## config.mk

```make
export PLATFORM = sky130hd
export DESIGN_NAME = fgcw_top
export DESIGN_NICKNAME = d
export VERILOG_FILES = /design/src/fgcw_pkg.sv /design/src/fgcw_sync.sv /design/src/fgcw_top.sv
export VERILOG_INCLUDE_DIRS = /design/src
export SDC_FILE = /design/constraint.sdc
export NUM_CORES = 1
export LEC_CHECK = 0
export ABC_AREA = 1
export BUFFER_PORTS_ARGS = -buffer_cell sky130_fd_sc_hd__buf_4
export CAP_MARGIN = 5
export CORE_ASPECT_RATIO = 0.9
export CORE_MARGIN = 4
export CORE_UTILIZATION = 30
export CTS_BUF_LIST = sky130_fd_sc_hd__clkbuf_4
export CTS_CLUSTER_SIZE = 30
export DETAILED_ROUTE_END_ITERATION = 6
export PLACE_DENSITY_LB_ADDON = 0.25
export SYNTH_ARGS = -nofsm -noshare
export SYNTH_HDL_FRONTEND = slang
export SYNTH_SLANG_ARGS = --single-unit
```

## constraint.sdc

```tcl
create_clock -name clk -period 4.8 [get_ports clk]
set_input_delay 0.48 -clock clk [delete_from_list [all_inputs] [get_ports clk]]
set_output_delay 0.48 -clock clk [all_outputs]
set_load 0.05 [all_outputs]
```

## src/fgcw_map.svh

```systemverilog
`ifndef FGCW_MAP_SVH
`define FGCW_MAP_SVH
`define FGCW_OFS_CONFIG      8'h00
`define FGCW_BIT_STANDBY     7
`define FGCW_BIT_SOFT_RESET  6
`define FGCW_BIT_TMO_OFF     5
`define FGCW_BIT_FAIL_FULL   4
`define FGCW_BIT_XTAL_SEL    3
`define FGCW_BIT_WD_HI       2
`define FGCW_BIT_WD_LO       1
`define FGCW_BIT_WD_STAT     0
`define FGCW_RESET_UPPER     5'h00
`define FGCW_CLK_NS          8
`define FGCW_BUS_TMO_MS      35
`define FGCW_BUS_TMO_CYC     ((`FGCW_BUS_TMO_MS * 1000000) / `FGCW_CLK_NS)
`define FGCW_WD_P1_S         2
`define FGCW_WD_P2_S         6
`define FGCW_WD_P3_S         10
`define FGCW_TICK_CYC        32'd125_000_000
`define FGCW_XTAL_EDGES      16'd1024
`define FGCW_XTAL_DEAD_CYC   32'd1_000_000
`endif

```

## src/fgcw_pkg.sv

```systemverilog
package fgcw_pkg;
  typedef struct packed {
    logic       standby;
    logic       tmo_off;
    logic       fail_full_off;
    logic       xtal_sel;
    logic [1:0] wd_period;
    logic       wd_status;
  } fgcw_cfg_s;
  typedef struct packed {
    logic       wr;
    logic       rd;
    logic [7:0] addr;
    logic [7:0] wdata;
    logic       txn_ok;
  } fgcw_req_s;
  typedef enum logic [2:0] {
    FGCW_OSC_INT  = 3'b001,
    FGCW_OSC_WAIT = 3'b010,
    FGCW_OSC_XTAL = 3'b100
  } fgcw_osc_e;
endpackage

```

## src/fgcw_sync.sv

```systemverilog
`timescale 1ns/1ps
// two-flop synchroniser for pins from outside the clock domain
module fgcw_sync #(
  parameter int W = 1
) (
  input  wire logic         clk,
  input  wire logic         rstn,
  input  wire logic [W-1:0] din,
  output logic      [W-1:0] dout
);
  logic [W-1:0] meta;
  logic [W-1:0] next_meta;
  logic [W-1:0] next_dout;
  always_comb begin
    next_meta = rstn ? din : '0;
    next_dout = rstn ? meta : '0;
  end
  always_ff @(posedge clk) begin
    meta <= next_meta;
    dout <= next_dout;
  end
endmodule // fgcw_sync

```

## src/fgcw_top.sv

```systemverilog
`timescale 1ns/1ps
`include "fgcw_map.svh"
module fgcw_top #(
  parameter int unsigned BUS_TMO_CYC = `FGCW_BUS_TMO_CYC,
  parameter int unsigned TICK_CYC    = `FGCW_TICK_CYC,
  parameter int unsigned XTAL_EDGES  = `FGCW_XTAL_EDGES,
  parameter int unsigned XTAL_DEAD   = `FGCW_XTAL_DEAD_CYC
) (
  input  wire logic             clk,
  input  wire logic             rstn,
  input  wire fgcw_pkg::fgcw_req_s req,
  input  wire logic             sda_in,
  input  wire logic             xtal_clk,
  input  wire logic             watchdog_start_pin,
  input  wire logic             fan_fail_any,
  output logic [7:0]            rdata,
  output fgcw_pkg::fgcw_cfg_s   cfg,
  output logic                  standby,
  output logic                  bus_reset,
  output logic                  regs_reset,
  output logic                  all_fans_full,
  output logic                  hold_drive,
  output logic                  use_xtal
);
  import fgcw_pkg::*;

  // ==========================================================
  // pin synchronisers
  logic [2:0] pins_s;
  fgcw_sync #(.W(3)) u_sync (
    .clk  (clk),
    .rstn (rstn),
    .din  ({sda_in, xtal_clk, watchdog_start_pin}),
    .dout (pins_s)
  );
  logic sda_s, xclk_s, wd_pin_s;
  assign sda_s    = pins_s[2];
  assign xclk_s   = pins_s[1];
  assign wd_pin_s = pins_s[0];

  function automatic logic [31:0] wd_cycles(input logic [1:0] f);
    case (f)
      2'b01:   wd_cycles = 32'(`FGCW_WD_P1_S);
      2'b10:   wd_cycles = 32'(`FGCW_WD_P2_S);
      2'b11:   wd_cycles = 32'(`FGCW_WD_P3_S);
      default: wd_cycles = 32'h0000_0000;
    endcase
  endfunction

  // ==========================================================
  // configuration register
  logic [1:0] strap_cnt, next_strap_cnt;
  fgcw_cfg_s  next_cfg;
  logic [7:0] next_rdata;
  logic       next_regs_reset;
  logic       wd_expire;
  logic       cfg_hit;
  assign cfg_hit = req.addr == `FGCW_OFS_CONFIG;

  always_comb begin
    next_cfg        = cfg;
    next_rdata      = rdata;
    next_strap_cnt  = (strap_cnt == 2'h3) ? 2'h3 : strap_cnt + 2'h1;
    next_regs_reset = 1'b0;
    // power-up value of the period is reloaded until the pin has crossed
    // the synchroniser; a write in the first two of those cycles would be overwritten
    if (strap_cnt != 2'h3)
      next_cfg.wd_period = wd_pin_s ? 2'b11 : 2'b00;
    if (req.rd && cfg_hit) begin
      // soft-reset bit reads as zero
      next_rdata = {cfg.standby, 1'b0, cfg.tmo_off, cfg.fail_full_off,
                    cfg.xtal_sel, cfg.wd_period, cfg.wd_status};
      next_cfg.wd_status = 1'b0;
    end
    if (req.wr && cfg_hit) begin
      if (req.wdata[`FGCW_BIT_SOFT_RESET]) begin
        // self-clearing: only a one-cycle pulse, never stored
        next_cfg        = '0;
        next_strap_cnt  = 2'h0;
        next_regs_reset = 1'b1;
      end else begin
        next_cfg.standby       = req.wdata[`FGCW_BIT_STANDBY];
        next_cfg.tmo_off       = req.wdata[`FGCW_BIT_TMO_OFF];
        next_cfg.fail_full_off = req.wdata[`FGCW_BIT_FAIL_FULL];
        next_cfg.xtal_sel      = req.wdata[`FGCW_BIT_XTAL_SEL];
        next_cfg.wd_period     = req.wdata[`FGCW_BIT_WD_HI:`FGCW_BIT_WD_LO];
      end
    end
    // set wins over the read clear
    if (wd_expire)
      next_cfg.wd_status = 1'b1;
  end

  always_ff @(posedge clk) begin
    if (!rstn) begin
      cfg        <= '0;
      rdata      <= 8'h00;
      strap_cnt  <= 2'h0;
      regs_reset <= 1'b0;
    end else begin
      cfg        <= next_cfg;
      rdata      <= next_rdata;
      strap_cnt  <= next_strap_cnt;
      regs_reset <= next_regs_reset;
    end
  end

  // ==========================================================
  // bus stuck-low timeout
  logic [31:0] sda_cnt, next_sda_cnt;
  logic        next_bus_reset;
  always_comb begin
    next_sda_cnt   = 32'h0000_0000;
    next_bus_reset = 1'b0;
    if (!sda_s && !cfg.tmo_off) begin
      next_sda_cnt = sda_cnt + 32'h0000_0001;
      if (sda_cnt >= BUS_TMO_CYC) begin
        next_bus_reset = 1'b1;
        next_sda_cnt   = 32'h0000_0000;
      end
    end
  end

  // ==========================================================
  // watchdog: one-second tick, seconds counter
  logic [31:0] tick_cnt, next_tick_cnt;
  logic [31:0] sec_cnt, next_sec_cnt;
  logic        wd_fired, next_wd_fired;
  logic        next_hold, next_full;
  always_comb begin
    next_tick_cnt = tick_cnt + 32'h0000_0001;
    next_sec_cnt  = sec_cnt;
    next_wd_fired = wd_fired;
    wd_expire     = 1'b0;
    if (tick_cnt >= TICK_CYC - 1) begin
      next_tick_cnt = 32'h0000_0000;
      next_sec_cnt  = sec_cnt + 32'h0000_0001;
    end
    // a transaction in the expiry cycle restarts the period instead
    if (cfg.wd_period != 2'b00 && !wd_fired && !req.txn_ok &&
        sec_cnt >= wd_cycles(cfg.wd_period)) begin
      next_wd_fired = 1'b1;
      wd_expire     = 1'b1;
    end
    if (req.txn_ok || cfg.wd_period == 2'b00) begin
      next_tick_cnt = 32'h0000_0000;
      next_sec_cnt  = 32'h0000_0000;
      next_wd_fired = 1'b0;
    end
    // drives are frozen, not cleared, so they come back on resume
    next_hold = next_wd_fired;
    next_full = next_wd_fired ||
                (fan_fail_any && !cfg.fail_full_off);
  end

  // ==========================================================
  // oscillator selection with fallback
  fgcw_osc_e   osc, next_osc;
  logic        xclk_d;
  logic [15:0] edge_cnt, next_edge_cnt;
  logic [31:0] dead_cnt, next_dead_cnt;
  logic        xedge;
  assign xedge = xclk_s && !xclk_d;
  always_comb begin
    next_osc      = osc;
    next_edge_cnt = edge_cnt;
    next_dead_cnt = xedge ? 32'h0000_0000 : dead_cnt + 32'h0000_0001;
    case (osc)
      FGCW_OSC_INT: begin
        next_edge_cnt = 16'h0000;
        if (cfg.xtal_sel)
          next_osc = FGCW_OSC_WAIT;
      end
      FGCW_OSC_WAIT: begin
        if (xedge)
          next_edge_cnt = edge_cnt + 16'h0001;
        if (!cfg.xtal_sel)
          next_osc = FGCW_OSC_INT;
        else if (edge_cnt >= 16'(XTAL_EDGES))
          next_osc = FGCW_OSC_XTAL;
        // a crystal that never starts keeps us waiting on internal
      end
      FGCW_OSC_XTAL: begin
        if (!cfg.xtal_sel || dead_cnt >= XTAL_DEAD)
          next_osc = FGCW_OSC_INT;
      end
      default: next_osc = FGCW_OSC_INT;
    endcase
  end

  always_ff @(posedge clk) begin
    if (!rstn || regs_reset) begin
      bus_reset     <= 1'b0;
      sda_cnt       <= 32'h0000_0000;
      tick_cnt      <= 32'h0000_0000;
      sec_cnt       <= 32'h0000_0000;
      wd_fired      <= 1'b0;
      hold_drive    <= 1'b0;
      all_fans_full <= 1'b0;
      osc           <= FGCW_OSC_INT;
      xclk_d        <= 1'b0;
      edge_cnt      <= 16'h0000;
      dead_cnt      <= 32'h0000_0000;
      use_xtal      <= 1'b0;
      standby       <= 1'b0;
    end else begin
      bus_reset     <= next_bus_reset;
      sda_cnt       <= next_sda_cnt;
      tick_cnt      <= next_tick_cnt;
      sec_cnt       <= next_sec_cnt;
      wd_fired      <= next_wd_fired;
      hold_drive    <= next_hold;
      all_fans_full <= next_full;
      osc           <= next_osc;
      xclk_d        <= xclk_s;
      edge_cnt      <= next_edge_cnt;
      dead_cnt      <= next_dead_cnt;
      use_xtal      <= next_osc == FGCW_OSC_XTAL;
      standby       <= next_cfg.standby;
    end
  end
endmodule // fgcw_top

```

# Word-level counts from Yosys, hierarchy flattened
# Index checks and enable logic that the tools add are counted.
# Widths: inputs -> output; s select.
# op_classes
n_addsub,6
magnitude_cmp,5
n_eq_ne,10
n_mux,23
n_bitwise,1
reduce_logical,32
# ops
operator,count
$add 32x1->32 const B,4
$ge 32x20->1 const B,1
$ge 32x23->1 const B,1
$ge 32x27->1 const B,1
$ge 32x32->1,1
$pmux 16 s2,1
$add 16x1->16 const B,1
$ge 16x11->1 const B,1
$mux 16,1
$mux 3,4
$pmux 4 s3,1
$mux 2,5
$pmux 3 s3,1
$logic_and 1x1->1,8
$logic_not 1->1,8
$logic_not 8->1,1
$mux 1,8
$mux 7,1
$eq 2x2->1 const B,3
$eq 3x3->1 const B,2
$mux 6,1
$reduce_bool 2->1,3
$reduce_or 2->1,3
$reduce_or 3->1,2
other kinds (9),14
# word_totals
register_bits,176
input_bits,25
out_inout_bits,21
wordCells,100

# Logic depth before layout (Yosys ltp)
# Gate-level depths: netlist of the first run.
# depth
depth_word,7
ltp_mapped,13
mapped_depth_nobuf,12

# By module
# A second synthesis of the first run with hierarchy kept.
# hier_totals
hier_cells,1192
area_unflattened_um2,8408.1
# by_module_without_submodules
module,n_inst,cells_per_inst,area_each_um2,seq_area_each_um2
fgcw_top,1,1174,8242.9,3403.3
fgcw_sync,1,18,165.2,120.1

# Worst setup path after synthesis of the first run
# OpenSTA, ideal clock, no wires.
# synth_timing
path_kind,register to register
startpoint,register cfg[1] (netlist name)
endpoint,register tick_cnt[19]
setup_time_ns,0.078
arrival_ns,1.648
required_ns,4.722
setup_slack_ns,3.075
stages_incl_launch_ff,8
path_buffers,1
synth_period_minus_slack_ns,1.725
path_cell_list,dfxtp_1 > nor2_1 > nor2_1 > nand2_1 > nor2_1 > inv_2 > buf_4 > nor3_1
# synth_via
elab_chain_cells,3
# synth_rtl
item,line_no,rtl
from (decl),fgcw_top.sv:17,"output fgcw_pkg::fgcw_cfg_s cfg,"
from (signal assigned),fgcw_top.sv:101,cfg <= next_cfg;
$logic_not 2->1,fgcw_top.sv:145,if (req.txn_ok || cfg.wd_period == 2'b00) begin
$logic_or 1x1->1,fgcw_top.sv:145,
$reduce_or 3->1 (no line),n/a,
to (signal assigned),fgcw_top.sv:209,tick_cnt <= next_tick_cnt;
to (decl),fgcw_top.sv:126,"logic [31:0] tick_cnt, next_tick_cnt;"
# Every way passes these cells.
# A chain may end at the register's enable or synchronous reset.

# Worst setup path in the final report of the first run
# layout_timing
startpoint,register tick_cnt[0]
endpoint,register tick_cnt[14]
# layout_via
elab_chain_cells,2
word_cells_on_any_way,3
classes_between,add/sub (1); order compare (1); reduce/logical (1)
# layout_rtl
item,line_no,rtl
$ge 32x27->1,fgcw_top.sv:135,if (tick_cnt >= TICK_CYC - 1) begin
$reduce_or 3->1 (no line),n/a,
# Parallel ways exist; a longest one is shown, timed or not.

==> results of run 1 <==
## metrics by stage
| step | area, sq um | std cells | utilization | hold WS (ns) |
|---|---|---|---|---|
| finish | 9600 | 1651 | 0.3418 | 0.06201 |
| global route | 9600 | 1651 | 0.3418 | 0.008435 |
| CTS | 9598 | 1650 | 0.3418 | 0.01516 |
| detailed placement | 9313 | 1618 | 0.3316 | 0.4044 |
| global placement | 9313 | 1618 | 0.3316 | 0.4022 |
| floorplan | 8665 | 1233 | - | 0.3905 |
## worst max-delay path, cell delays in order (launching register included)
cell and delay, ns:
sky130_fd_sc_hd__dfxtp_1 0.46, sky130_fd_sc_hd__ha_1 0.22, sky130_fd_sc_hd__nand2_2 0.08, sky130_fd_sc_hd__nor2_4 0.13, sky130_fd_sc_hd__nand3_4 0.11, sky130_fd_sc_hd__nand2_1 0.08, sky130_fd_sc_hd__nand2_1 0.05, sky130_fd_sc_hd__nand2_1 0.08
sky130_fd_sc_hd__nand3_1 0.08, sky130_fd_sc_hd__nand2_2 0.50, sky130_fd_sc_hd__nor2_1 0.14, sky130_fd_sc_hd__inv_2 0.39, sky130_fd_sc_hd__nor2_1 0.10
## flip-flops by register name (all words and copies together), names as in the netlist, 2 cells and up
name / flops
cfg: 7
dead_cnt: 32
edge_cnt: 16
osc: 3
rdata: 7
sda_cnt: 32
sec_cnt: 32
strap_cnt: 2
tick_cnt: 32
u_sync.dout: 3
u_sync.meta: 3
## cells by family after synthesis
group / count (synthesis)
XOR/XNOR: 38
flip-flops: 176
AND/OR/NAND/NOR: 670
other: 1
adder cells (fa/ha/maj): 11
buffers and inverters: 173
AO/OA/AOI/OAI: 150
## final cells by class
type / count / area, sq um / share of cell area
inverter: 152 / 570.5 / 0.05943
clock inverter: 15 / 157.7 / 0.01642
sequential: 176 / 3523 / 0.3670
timing repair buffer: 46 / 345.3 / 0.03597
multi-input combinational: 884 / 4423 / 0.4607
antenna: 1 / 2.502 / 0.0002607
clock buffer: 17 / 127.6 / 0.01329
tap: 360 / 450.4 / 0.04692
## routing by layer
layer  vias to the layer above  global-route usage
met5                         -                   0
met4                         0             0.03279
li1                       4063                   -
met1                      3394              0.1834
met2                       106              0.2076
met3                         9             0.02639
## power by group
part / switching (W) / internal, W
sequential: 0.00000954 / 0.00148
combinational: 0.0000543 / 0.0000293
clock: 0.000562 / 0.000315
total: 0.000626 / 0.00182
## synth_stat cells, drive strengths merged
master	n
a211oi	5
a21boi	1
a21oi	90
a31oi	6
and3	2
buf	14
clkbuf	7
clkinv	2
conb	1
dfxtp	176
ha	11
inv	150
nand2	252
nand2b	2
nand3	72
nand3b	3
nand4	38
nor2	198
nor3	64
nor3b	3
nor4	16
nor4b	1
o211ai	1
o21a	2
o21ai	42
o21bai	1
o31ai	2
or2	18
or3	1
xnor2	9
xor2	29
## final timing paths
kind | from | endpoint | slack, ns | depth (start not counted)
setup / recovery | tick_cnt[0]$_SDFF_PP0_ | tick_cnt[14]$_SDFF_PP0_ | 2.25 | 12
hold / removal | sda_in | u_sync.meta[2]$_SDFF_PN0_ | 0.06 | 3
setup reg to reg | tick_cnt[0]$_SDFF_PP0_ | tick_cnt[14]$_SDFF_PP0_ | 2.25 | 12
hold reg to reg | u_sync.meta[0]$_SDFF_PN0_ | u_sync.dout[0]$_SDFF_PN0_ | 0.43 | 2
==> results.md, run 1 <==
Drt:
- The violation count after the first detailed-route iteration is 450.
- The number of routed nets with antenna violations is 0.
- The uppermost layer routed is met4.
- The wire length the detailed router placed on met1 is 10,690 microns.
- The number of DRC violations after detailed routing is 0.
- The number of vias in the routed layout is 7,572.
- After detailed routing, the met3 layer carries 627 microns of wire.
- The post-detailed-route via-to-cell ratio is 4.586.
- After detailed routing, the average wire length per cell comes to 12.48 microns.
- The final layout contains routed wiring with a total length of 20,610 microns.
- The met2 wire length is 9087 microns.
- The pre-antenna-repair detailed-routing pass consisted of 5 iterations.

Synthesis:
- In the post-synthesis netlist, the biggest area contributors are sky130_fd_sc_hd__dfxtp_1, sky130_fd_sc_hd__nand2_1, sky130_fd_sc_hd__nor2_1, sky130_fd_sc_hd__inv_1, sky130_fd_sc_hd__a21oi_1.
- Of the total synthesized cell area, the portion taken by AND, OR, NAND and NOR gates is 0.3548.
- Of the post-synthesis cell area, the dominant cell type holds 0.4091.
- The main combinational cell family by area after synthesis is simple AND/OR/NAND/NOR gates.
- The distinct cell type count of the synthesized netlist is 44.
- The synthesized design spends more area on one cell type than any other, namely sky130_fd_sc_hd__dfxtp_1.
- The xor-xnor portion of the synthesized cell area is 0.03865.
- The portion of synthesized area spent on multiplexers is 0.
- The compound-gate portion of the synthesized area is 0.09763.
- The cell area after technology mapping is 8612 sq um.
- The cell count after synthesis is 1,219.
- The synthesized design contains 176 register bits.
- Of the total synthesized cell area, the portion taken by full adders, half adders and majority gates is 0.01598.
- Dividing the synthesized area by the synthesized cell count gives 7.065 sq um.
- Of the synthesized area, sequential elements account for 0.4091.
- The warning count from the yosys run is 0.

Global route:
- The number of global-route vias before repair came to 6,893.
- Across every metal layer, demand over resource in global routing totals 0.1307.
- Summed over all layers, the global routing overflow is 0.
- The first global-routing pass estimated 34,240 microns of wire.
- The pin count of the biggest net entering global routing is 33.
- The initial antenna violation count was 1.

STA:
- The clock arrives with 0.03998 ns of skew.
- The post-route worst setup slack is 2.250 ns.
- Timing would allow up to 392.2 MHz.
- The count of pins over their slew limit came to 0.
- Of the available clock period, the critical path in the final layout requires 0.5312.
- The post-layout minimum cycle time is 2.550 ns.
- The final number of setup-violating endpoints is 0.
- The hold violation count in the final report is 0.
- Setup repair after global routing left no endpoint under its margin.
- The transition time at the pin with the least slew margin is 0.8910 ns.
- Headroom to the max-slew limit came out at 0.3997.
- The total negative slack for setup checks is 0 ns.

Cells and area:
- The layout has 3,035 filler cells.
- The library cell used most frequently in the layout, excluding fill and tap cells, is sky130_fd_sc_hd__nand2_1.
- Relative to the synthesized area, the layout overhead comes to 11.48%.
- In the layout the commonest cells are sky130_fd_sc_hd__nand2_1, sky130_fd_sc_hd__nor2_1, sky130_fd_sc_hd__dfxtp_1.
- The final layout contains 1,313 nets.
- The proportion of layout cells with a drive suffix above 1 is 0.1147.

Pwr:
- The largest voltage drop on the vdd net is 145.8 uV.
- The power density normalized to cell area is 255.0 nW/um^2.
- The design draws 0.002448 W.
- The leakage power figure is 3.178 nW.

Placed design:
- The number of I/O port buffers is 43.
- OpenSTA, run right after detailed placement, puts the worst setup slack at 2.156 ns.
- At the end of routability-driven placement, the weighted congestion stood at 0.8380.
- The half-perimeter wire length after placement is 15,360 microns.

Clock tree:
- The clock root buffer is sky130_fd_sc_hd__clkbuf_4.
- The clock passes through at most 2 buffers.
- The latest clock arrival within the worst-skew pair is 0.59 ns.
- After clock tree synthesis, the clock-pin slew on the worst setup and hold paths is 0.17 ns.
- TritonCTS built the clock tree.
- The H-tree generated during clock tree synthesis spans 4 levels.
- The post-cts gate resize count is 0.
- The number of clock buffers inserted by TritonCTS is 17.
- The post-CTS setup repair buffer count is 0.
- The number of hold buffers added after cts is 0.
- CTS saw 176 sinks.

Floorplanning:
- The initial utilization of the core area, before any placement, comes to 0.3066.
- The die extent in x is 186.6 microns.
- After floorplanning, the core was divided into 58 placement rows.
- The vertical extent of the die is 168.7 microns.
- The placeable core region is 28,080 sq um.
- The top-level port count is 46.
- The floorplan die area is 31,490 sq um.

Critical path:
- The required time reported for the critical path endpoint is 5.24 ns.
- The worst setup path is launched from a flop.
- In this run the worst path has a maximum fanout of 32.
- The path type of the worst setup path is reg -> reg.
- The data arrival time of the worst path is 2.99 ns.
- The category of the worst setup path capture point is a flop.

Outcome:
- The flow ran to the end, and the final reports show no timing, DRC or antenna violations.

Run:
- The number of max-cap violations is 0.

Hold path:
- The path type of the worst min-delay path is in -> reg.
Note: power is estimated with default switching activity, not from simulation.
==> run 2: changes to the inputs <==
==> constraint.sdc (replaced) <==
create_clock -name clk -period 2.19 [get_ports clk]
set_input_delay 0.219 -clock clk [delete_from_list [all_inputs] [get_ports clk]]
set_output_delay 0.219 -clock clk [all_outputs]
set_load 0.05 [all_outputs]
==> results.md, run 2 (synthesized netlist as in run 1, its figures left out) <==
Drt:
- The post-detailed-route via-to-cell ratio is 4.611.
- After detailed routing, the number of remaining DRC violations is 0.
- The first detailed-routing pass took 5 iterations.
- The total wire length after detailed routing is 20,820 microns.
- The number of routed nets with antenna violations is 0.
- The routed layout has 7,738 vias.
- The violation count after the first detailed-route iteration is 436.
- Dividing the detail-routed wire length by the instance count gives 12.41 microns.

Cells and area:
- Relative to the synthesized area, the layout overhead comes to 15.25%.
- The number of nets in the finished design is 1,341.
- The most common library cell in the layout ignoring fill and taps is sky130_fd_sc_hd__nand2_1.
- Summing all non-filler instances in the final layout gives an area of 9926 sq um.
- In the layout the commonest cells are sky130_fd_sc_hd__nand2_1, sky130_fd_sc_hd__nor2_1, sky130_fd_sc_hd__dfxtp_1.
- The proportion of layout cells with a drive suffix above 1 is 0.1230.
- The layout filler cell count is 2,992.

Placed design:
- The HPWL after detailed placement is 15,780 microns.
- Routability-driven placement finished with a final weighted congestion of 0.8696.
- Port buffering added 43 buffers.
- After detailed placement, the total cell area comes to 9443 sq um.

Floorplanning:
- The top-level port count is 46.
- The die is 168.7 microns tall.
- The die extent in x is 186.6 microns.
- The core region is 28,080 sq um.
- The floorplan has 58 rows.
- The floorplan die area is 31,490 sq um.
- The starting utilization of the core area is 0.3066.

STA:
- The final worst clock skew is 0.02361 ns.
- The transition time at the pin with the least slew margin is 0.8070 ns.
- In the finished design, the share of the clock period the worst path needs comes to 0.8982.
- Setup violations remaining at the end of the flow were counted as 0.
- The worst path in the final design needs a cycle of 1.967 ns, including I/O delays and setup.
- The maximum operating frequency is 508.4 MHz.
- The count of pins over their slew limit was 0.
- Setup repair after global routing left no endpoint under its margin.
- The hold violation count in the final report is 0.
- The total negative slack for setup checks is 0 ns.
- The normalized max-slew margin is 0.4614.

Clock tree:
- For the worst-skew pair, the clock arrives at the later sink with an insertion delay of 0.59 ns.
- In this run the deepest clock path goes through 2 buffers.
- The clock sink count is 176.
- The clock transition time at the flip-flop clock pins of the worst setup and hold paths is 0.16 ns.
- The CTS tree is built.
- The number of clock buffers inserted by TritonCTS is 17.
- The clock root buffer is sky130_fd_sc_hd__clkbuf_4.
- Once the clock tree was built, the setup fixing pass inserted 0 buffers.
- The number of levels in the clock H-tree is 4.

Global route:
- Summed over all layers, the global routing overflow is 0.
- The initial antenna violation count is 1.
- In the global route stage, overall resource usage came out at 0.1340.
- The first-pass GRT wire length is 35,230 microns.
- The number of global-route vias before repair is 7,122.
- The pin count of the biggest net entering global routing is 34.

Hold path:
- The min-delay analysis places its worst path in the category in -> reg.

Critical path:
- The required time reported for the critical path endpoint is 2.70 ns.
- STA classifies the critical path startpoint as a flop.
- The path type of the worst setup path is reg -> reg.
- The category of the worst setup path capture point is a flop.
- STA puts the critical path data arrival time at 2.48 ns.
- In this run the worst path has a maximum fanout of 5.

Run:
- The number of max-cap violations is 0.

Pwr:
- The leakage power figure is 3.350 nW.
- The largest voltage drop on the vdd net is 303.1 uV.
- The power density normalized to cell area is 569.2 nW/um^2.

Outcome:
- The flow ran to the end, and the final reports show no timing, DRC or antenna violations.
-- run 2: routing by layer --
metal / part of all wire / vias to the layer above / GRT usage
met5: 0 / - / 0
met4: 0.0096 / 0 / 0.03182
met3: 0.038 / 17 / 0.03010
met2: 0.44 / 107 / 0.2137
met1: 0.51 / 3493 / 0.1863
li1: - / 4121 / -
-- run 2: worst paths after layout --
path	from	endpoint	slack [ns]	depth (start not counted)
worst max-delay path	sec_cnt[4]$_SDFFE_PP0P_	sec_cnt[25]$_SDFFE_PP0P_	0.22	9
worst min-delay path	req[17]	cfg[0]$_SDFF_PN0_	0.09	4
worst max register to register	sec_cnt[4]$_SDFFE_PP0P_	sec_cnt[25]$_SDFFE_PP0P_	0.22	9
worst min register to register	u_sync.meta[0]$_SDFF_PN0_	u_sync.dout[0]$_SDFF_PN0_	0.44	2
-- run 2: metrics by stage --
stage	util	hold slack [ns]	std cells	power [W]	setup WS [ns]
finish	0.3534	0.09061	1678	0.005650	0.2230
global route	0.3534	0.1222	1678	0.005894	0.01489
CTS	0.3532	0.07304	1677	0.005739	0.2356
detailed placement	0.3362	0.4080	1632	0.003524	0.2655
global placement	0.3362	0.4100	1632	0.003522	0.3003
floorplan	-	0.3166	1233	0.003440	0.4646
-- run 2: final cells by class --
class                           count  area [sq um]  area share
Inverter                          152         570.5     0.05748
Clock inverter                     13         200.2     0.02017
Multi-Input combinational cell    884          4428      0.4461
Clock buffer                       18         135.1     0.01361
Antenna cell                        1         2.502   0.0002521
Sequential cell                   176          3523      0.3550
Tap cell                          360         450.4     0.04538
Timing Repair Buffer               74         615.6     0.06202
-- run 2: worst max-delay path: stages (launching register included) --
cell and delay [ns]:
sky130_fd_sc_hd__dfxtp_1 0.47, sky130_fd_sc_hd__nand2_1 0.12, sky130_fd_sc_hd__nor2_1 0.15, sky130_fd_sc_hd__nand2_1 0.13, sky130_fd_sc_hd__nor2_1 0.19, sky130_fd_sc_hd__nand2_1 0.18, sky130_fd_sc_hd__nor4_1 0.39, sky130_fd_sc_hd__nand3_1 0.13
sky130_fd_sc_hd__nand2_1 0.08, sky130_fd_sc_hd__nor2_1 0.05
-- run 2: repair_timing --
action | 4_1_cts | 5_1_grt
hold endpoints to repair | 14 | 0
setup endpoints to repair | 0 | 2
hold buffers | 14 | 0
gates resized for setup | 0 | 1
-- run 2: power breakdown --
group	switching [W]	total, W	internal [W]
clock network	0.00124	0.00218	0.000944
registers	0.0000205	0.00326	0.00324
logic	0.000124	0.000210	0.0000861
total	0.00138	0.00565	0.00427
==> run 3: changes to the inputs <==
==> constraint.sdc (replaced) <==
create_clock -name clk -period 2.14 [get_ports clk]
set_input_delay 0.214 -clock clk [delete_from_list [all_inputs] [get_ports clk]]
set_output_delay 0.214 -clock clk [all_outputs]
set_load 0.05 [all_outputs]
==> results.md, run 3 (synthesized netlist as in run 1, its figures left out) <==
Outcome:
- The run finished with clean final reports.

Drt:
- The uppermost layer routed is met4.
- The number of vias in the routed layout is 7,681.
- The final layout contains routed wiring with a total length of 20,700 microns.
- The average routed wire per standard cell is 12.30 microns.
- In the detailed route, the total length drawn on met2 is 9027 microns.
- The number of DRC violations after detailed routing is 0.
- In this run the remaining antenna-violating nets after routing total 0.
- The routed wire length on met3 is 669 microns.
- The detailed router finished its first iteration with 467 violations.
- The wire length the detailed router placed on met1 is 10,720 microns.
- The count of TritonRoute iterations in the first routing pass is 5.
- The post-detailed-route via-to-cell ratio is 4.564.

Placed design:
- The count of placed standard cells including taps is 1,636.
- Prior to clock tree synthesis, the placed netlist has a worst setup slack of 0.1151 ns.
- The number of I/O port buffers is 43.
- The half-perimeter wire length after placement is 15,730 microns.
- The final RePlAce weighted congestion is 0.8484.

Global route:
- The total track usage is 0.1326.
- The number of global-route vias before repair is 7,102.
- The pin count of the biggest net entering global routing is 35.
- For this run the aggregate overflow at the end of global routing stands at 0.
- The initial antenna violation count was 1.
- The first global-routing pass estimated 34,770 microns of wire.

Hold path:
- The worst hold path begins at req[18].
- The hold path endpoint is cfg[5]$_SDFFE_PN0P_.
- The worst hold path passes through 4 cells.
- The path type of the worst min-delay path is in -> reg.

Critical path:
- The path type of the worst setup path is reg -> reg.
- The depth of the worst register-to-register path is 10.
- The worst register-to-register path ends at sec_cnt[25]$_SDFFE_PP0P_.
- The data arrival time of the worst path is 2.41 ns.
- The number of gates on the worst path with buffers counted is 10.
- Of all nets on the critical path, the largest fanout is 5.
- In this design, the stage delay of the slowest critical-path cell is 0.42 ns.
- The signal on the critical path passes through nand3_1, inv_1, nand2_1, nor2_1, nand2_2, nor4_2, buf_4, nand3_1, nand2_1, nor2_1.
- The critical path contains buffers and inverters numbering 2 combined.
- The category of the worst setup path capture point is a flop.
- The reg-to-reg critical path startpoint is sec_cnt[0]$_SDFFE_PP0P_.
- The required time reported for the critical path endpoint is 2.63 ns.
- Across all register-to-register paths, the minimum setup slack is 0.22 ns.
- The largest individual stage delay along the critical path comes from the cell sky130_fd_sc_hd__dfxtp_1.
- Broken down by cell family, the worst path's largest delay share belongs to simple AND/OR/NAND/NOR gates.
- The worst setup path is launched from a flop.

Floorplanning:
- The floorplan die area is 31,490 sq um.
- Measured along the x axis, the die boundary spans 186.6 microns.
- The floorplan has 58 rows.
- 46 I/O pins were placed.
- The total area inside the core boundary comes to 28,080 sq um.
- The starting utilization of the core area is 0.3066.
- The vertical extent of the die is 168.7 microns.

Pwr:
- The largest voltage drop on the vdd net is 316.8 uV.
- The leakage power figure is 3.362 nW.
- Of the total power, combinational logic draws 0.038.
- Power comes to 0.005636 W.
- The part of the power in registers is 0.592.
- The design internal power is 0.004233 W.
- The switching part of the total is 0.2489.
- For this design the ratio of total power to cell area is 566.1 nW/um^2.
- The part of the total power dissipated in the clock network is 0.370.
- Summed over all nets, the switching power comes to 0.001402 W.

Clock tree:
- The maximum clock path buffer count is 2.
- TritonCTS built the clock tree.
- The number of clock buffers inserted by TritonCTS is 17.
- In this run the post-CTS setup repair buffer count came out at 0.
- CTS saw 176 sinks.
- Clock tree synthesis selected as its root buffer the cell sky130_fd_sc_hd__clkbuf_4.
- The latest clock arrival within the worst-skew pair is 0.57 ns.
- Clock-pin slew was measured on the worst setup and hold paths at 0.16 ns.
- The number of levels in the clock H-tree is 4.

Cells and area:
- Summing all flip-flop and latch instances after layout gives 3523 sq um.
- In the layout the commonest cells are sky130_fd_sc_hd__nand2_1, sky130_fd_sc_hd__nor2_1, sky130_fd_sc_hd__dfxtp_1.
- Counting the fill cells in the layout gives 3,027.
- Leaving out fill and tap cells, the most frequent cell in the layout is sky130_fd_sc_hd__nand2_1.
- The proportion of layout cells with a drive suffix above 1 is 0.1286.
- From synthesis to final layout, the design area changed by 15.60%.
- The footprint of the multi-input gates is 4453 sq um.
- The post-route core utilization is 0.3545.
- The final cell count without fillers is 1,683.
- The number of nets in the finished design is 1,345.

Run:
- Max-cap violations in this run came to 0.

STA:
- Across the routed clock network, the largest skew measured is 0.02436 ns.
- For the pin with the worst max-slew slack, the measured transition is 0.7677 ns.
- The normalized max-slew margin is 0.4877.
- For the final routed database, the setup TNS stands at 0 ns.
- Setup repair after global routing left no endpoint under its margin.
- The count of pins over their slew limit is 0.
- The hold violation count in the final report came to 0.
- Across all setup checks in the final design, the least slack found is 0.2199 ns.
- The post-layout minimum cycle time is 1.920 ns.
- Setup violations remaining at the end of the flow were counted as 0.
- Derived from the worst setup path, the maximum achievable clock frequency is 520.8 MHz.
- The share of the clock period used by the worst path is 0.8972.
[run 3: changes by cell type in the layout (fill, tap and decap cells not counted), sizes merged]
cell,change
clkinv,+4
buf,+4
clkbuf,-1
inv,-1
bufinv,-1
[run 3: how the worst max path moves through the flow]
stage,startpoint,to,slack (ns)
final,sec_cnt[0]$_SDFFE_PP0P_,sec_cnt[25]$_SDFFE_PP0P_,0.22
after global routing,tick_cnt[1]$_SDFF_PP0_,sec_cnt[30]$_SDFFE_PP0P_,0.02
after CTS,sec_cnt[0]$_SDFFE_PP0P_,sec_cnt[25]$_SDFFE_PP0P_,0.07
after detailed placement,sec_cnt[4]$_SDFFE_PP0P_,sec_cnt[25]$_SDFFE_PP0P_,0.12
after global placement,sec_cnt[0]$_SDFFE_PP0P_,sec_cnt[25]$_SDFFE_PP0P_,0.07
after floorplan,cfg[1]$_SDFFE_PN0P_,tick_cnt[19]$_SDFF_PP0_,0.41
[run 3: final cells by class]
class / instances / area share
Timing Repair Buffer: 78 / 0.06485
Multi-Input combinational cell: 884 / 0.4473
Tap cell: 360 / 0.04524
Clock inverter: 15 / 0.01835
Antenna cell: 1 / 0.0002514
Sequential cell: 176 / 0.3539
Inverter: 152 / 0.05731
Clock buffer: 17 / 0.01282
[run 3: timing repair]
| item | in CTS | in global routing |
|---|---|---|
| hold buffers | 14 | 0 |
| resized for setup | 0 | 7 |
| endpoints found under the hold margin | 14 | 0 |
| endpoints found under the setup margin | 0 | 20 |
[run 3: worst register-to-register path, cell delays in order (launching register included)]
cell and delay, ns:
sky130_fd_sc_hd__dfxtp_1 0.42, sky130_fd_sc_hd__nand3_1 0.18, sky130_fd_sc_hd__inv_1 0.15, sky130_fd_sc_hd__nand2_1 0.12
sky130_fd_sc_hd__nor2_1 0.24, sky130_fd_sc_hd__nand2_2 0.15, sky130_fd_sc_hd__nor4_2 0.23, sky130_fd_sc_hd__buf_4 0.17
sky130_fd_sc_hd__nand3_1 0.07, sky130_fd_sc_hd__nand2_1 0.06, sky130_fd_sc_hd__nor2_1 0.04
[run 3: metal layers]
| metal | GRT usage | vias up |
|---|---|---|
| li1 | - | 4135 |
| met1 | 0.1838 | 3425 |
| met2 | 0.2111 | 104 |
| met3 | 0.02784 | 17 |
| met4 | 0.03664 | 0 |
| met5 | 0 | - |
[run 3: power groups by stage]
stage / clock (W) / sequential [W] / combinational, W
global route: 0.00231 / 0.00334 / 0.000242
finish: 0.00208 / 0.00334 / 0.000217
global placement: 0 / 0.00341 / 0.000199
floorplan: 0 / 0.00342 / 0.0000959
detailed placement: 0 / 0.00341 / 0.000199
CTS: 0.00219 / 0.00334 / 0.000219
[run 3: per-stage QoR]
| step | instance area, sq um | hold WS, ns |
|---|---|---|
| after floorplan | 8665 | 0.3116 |
| after global placement | 9473 | 0.4000 |
| after detailed placement | 9473 | 0.4017 |
| after CTS | 9923 | 0.1105 |
| after global routing | 9956 | 0.1320 |
| final | 9956 | 0.1451 |
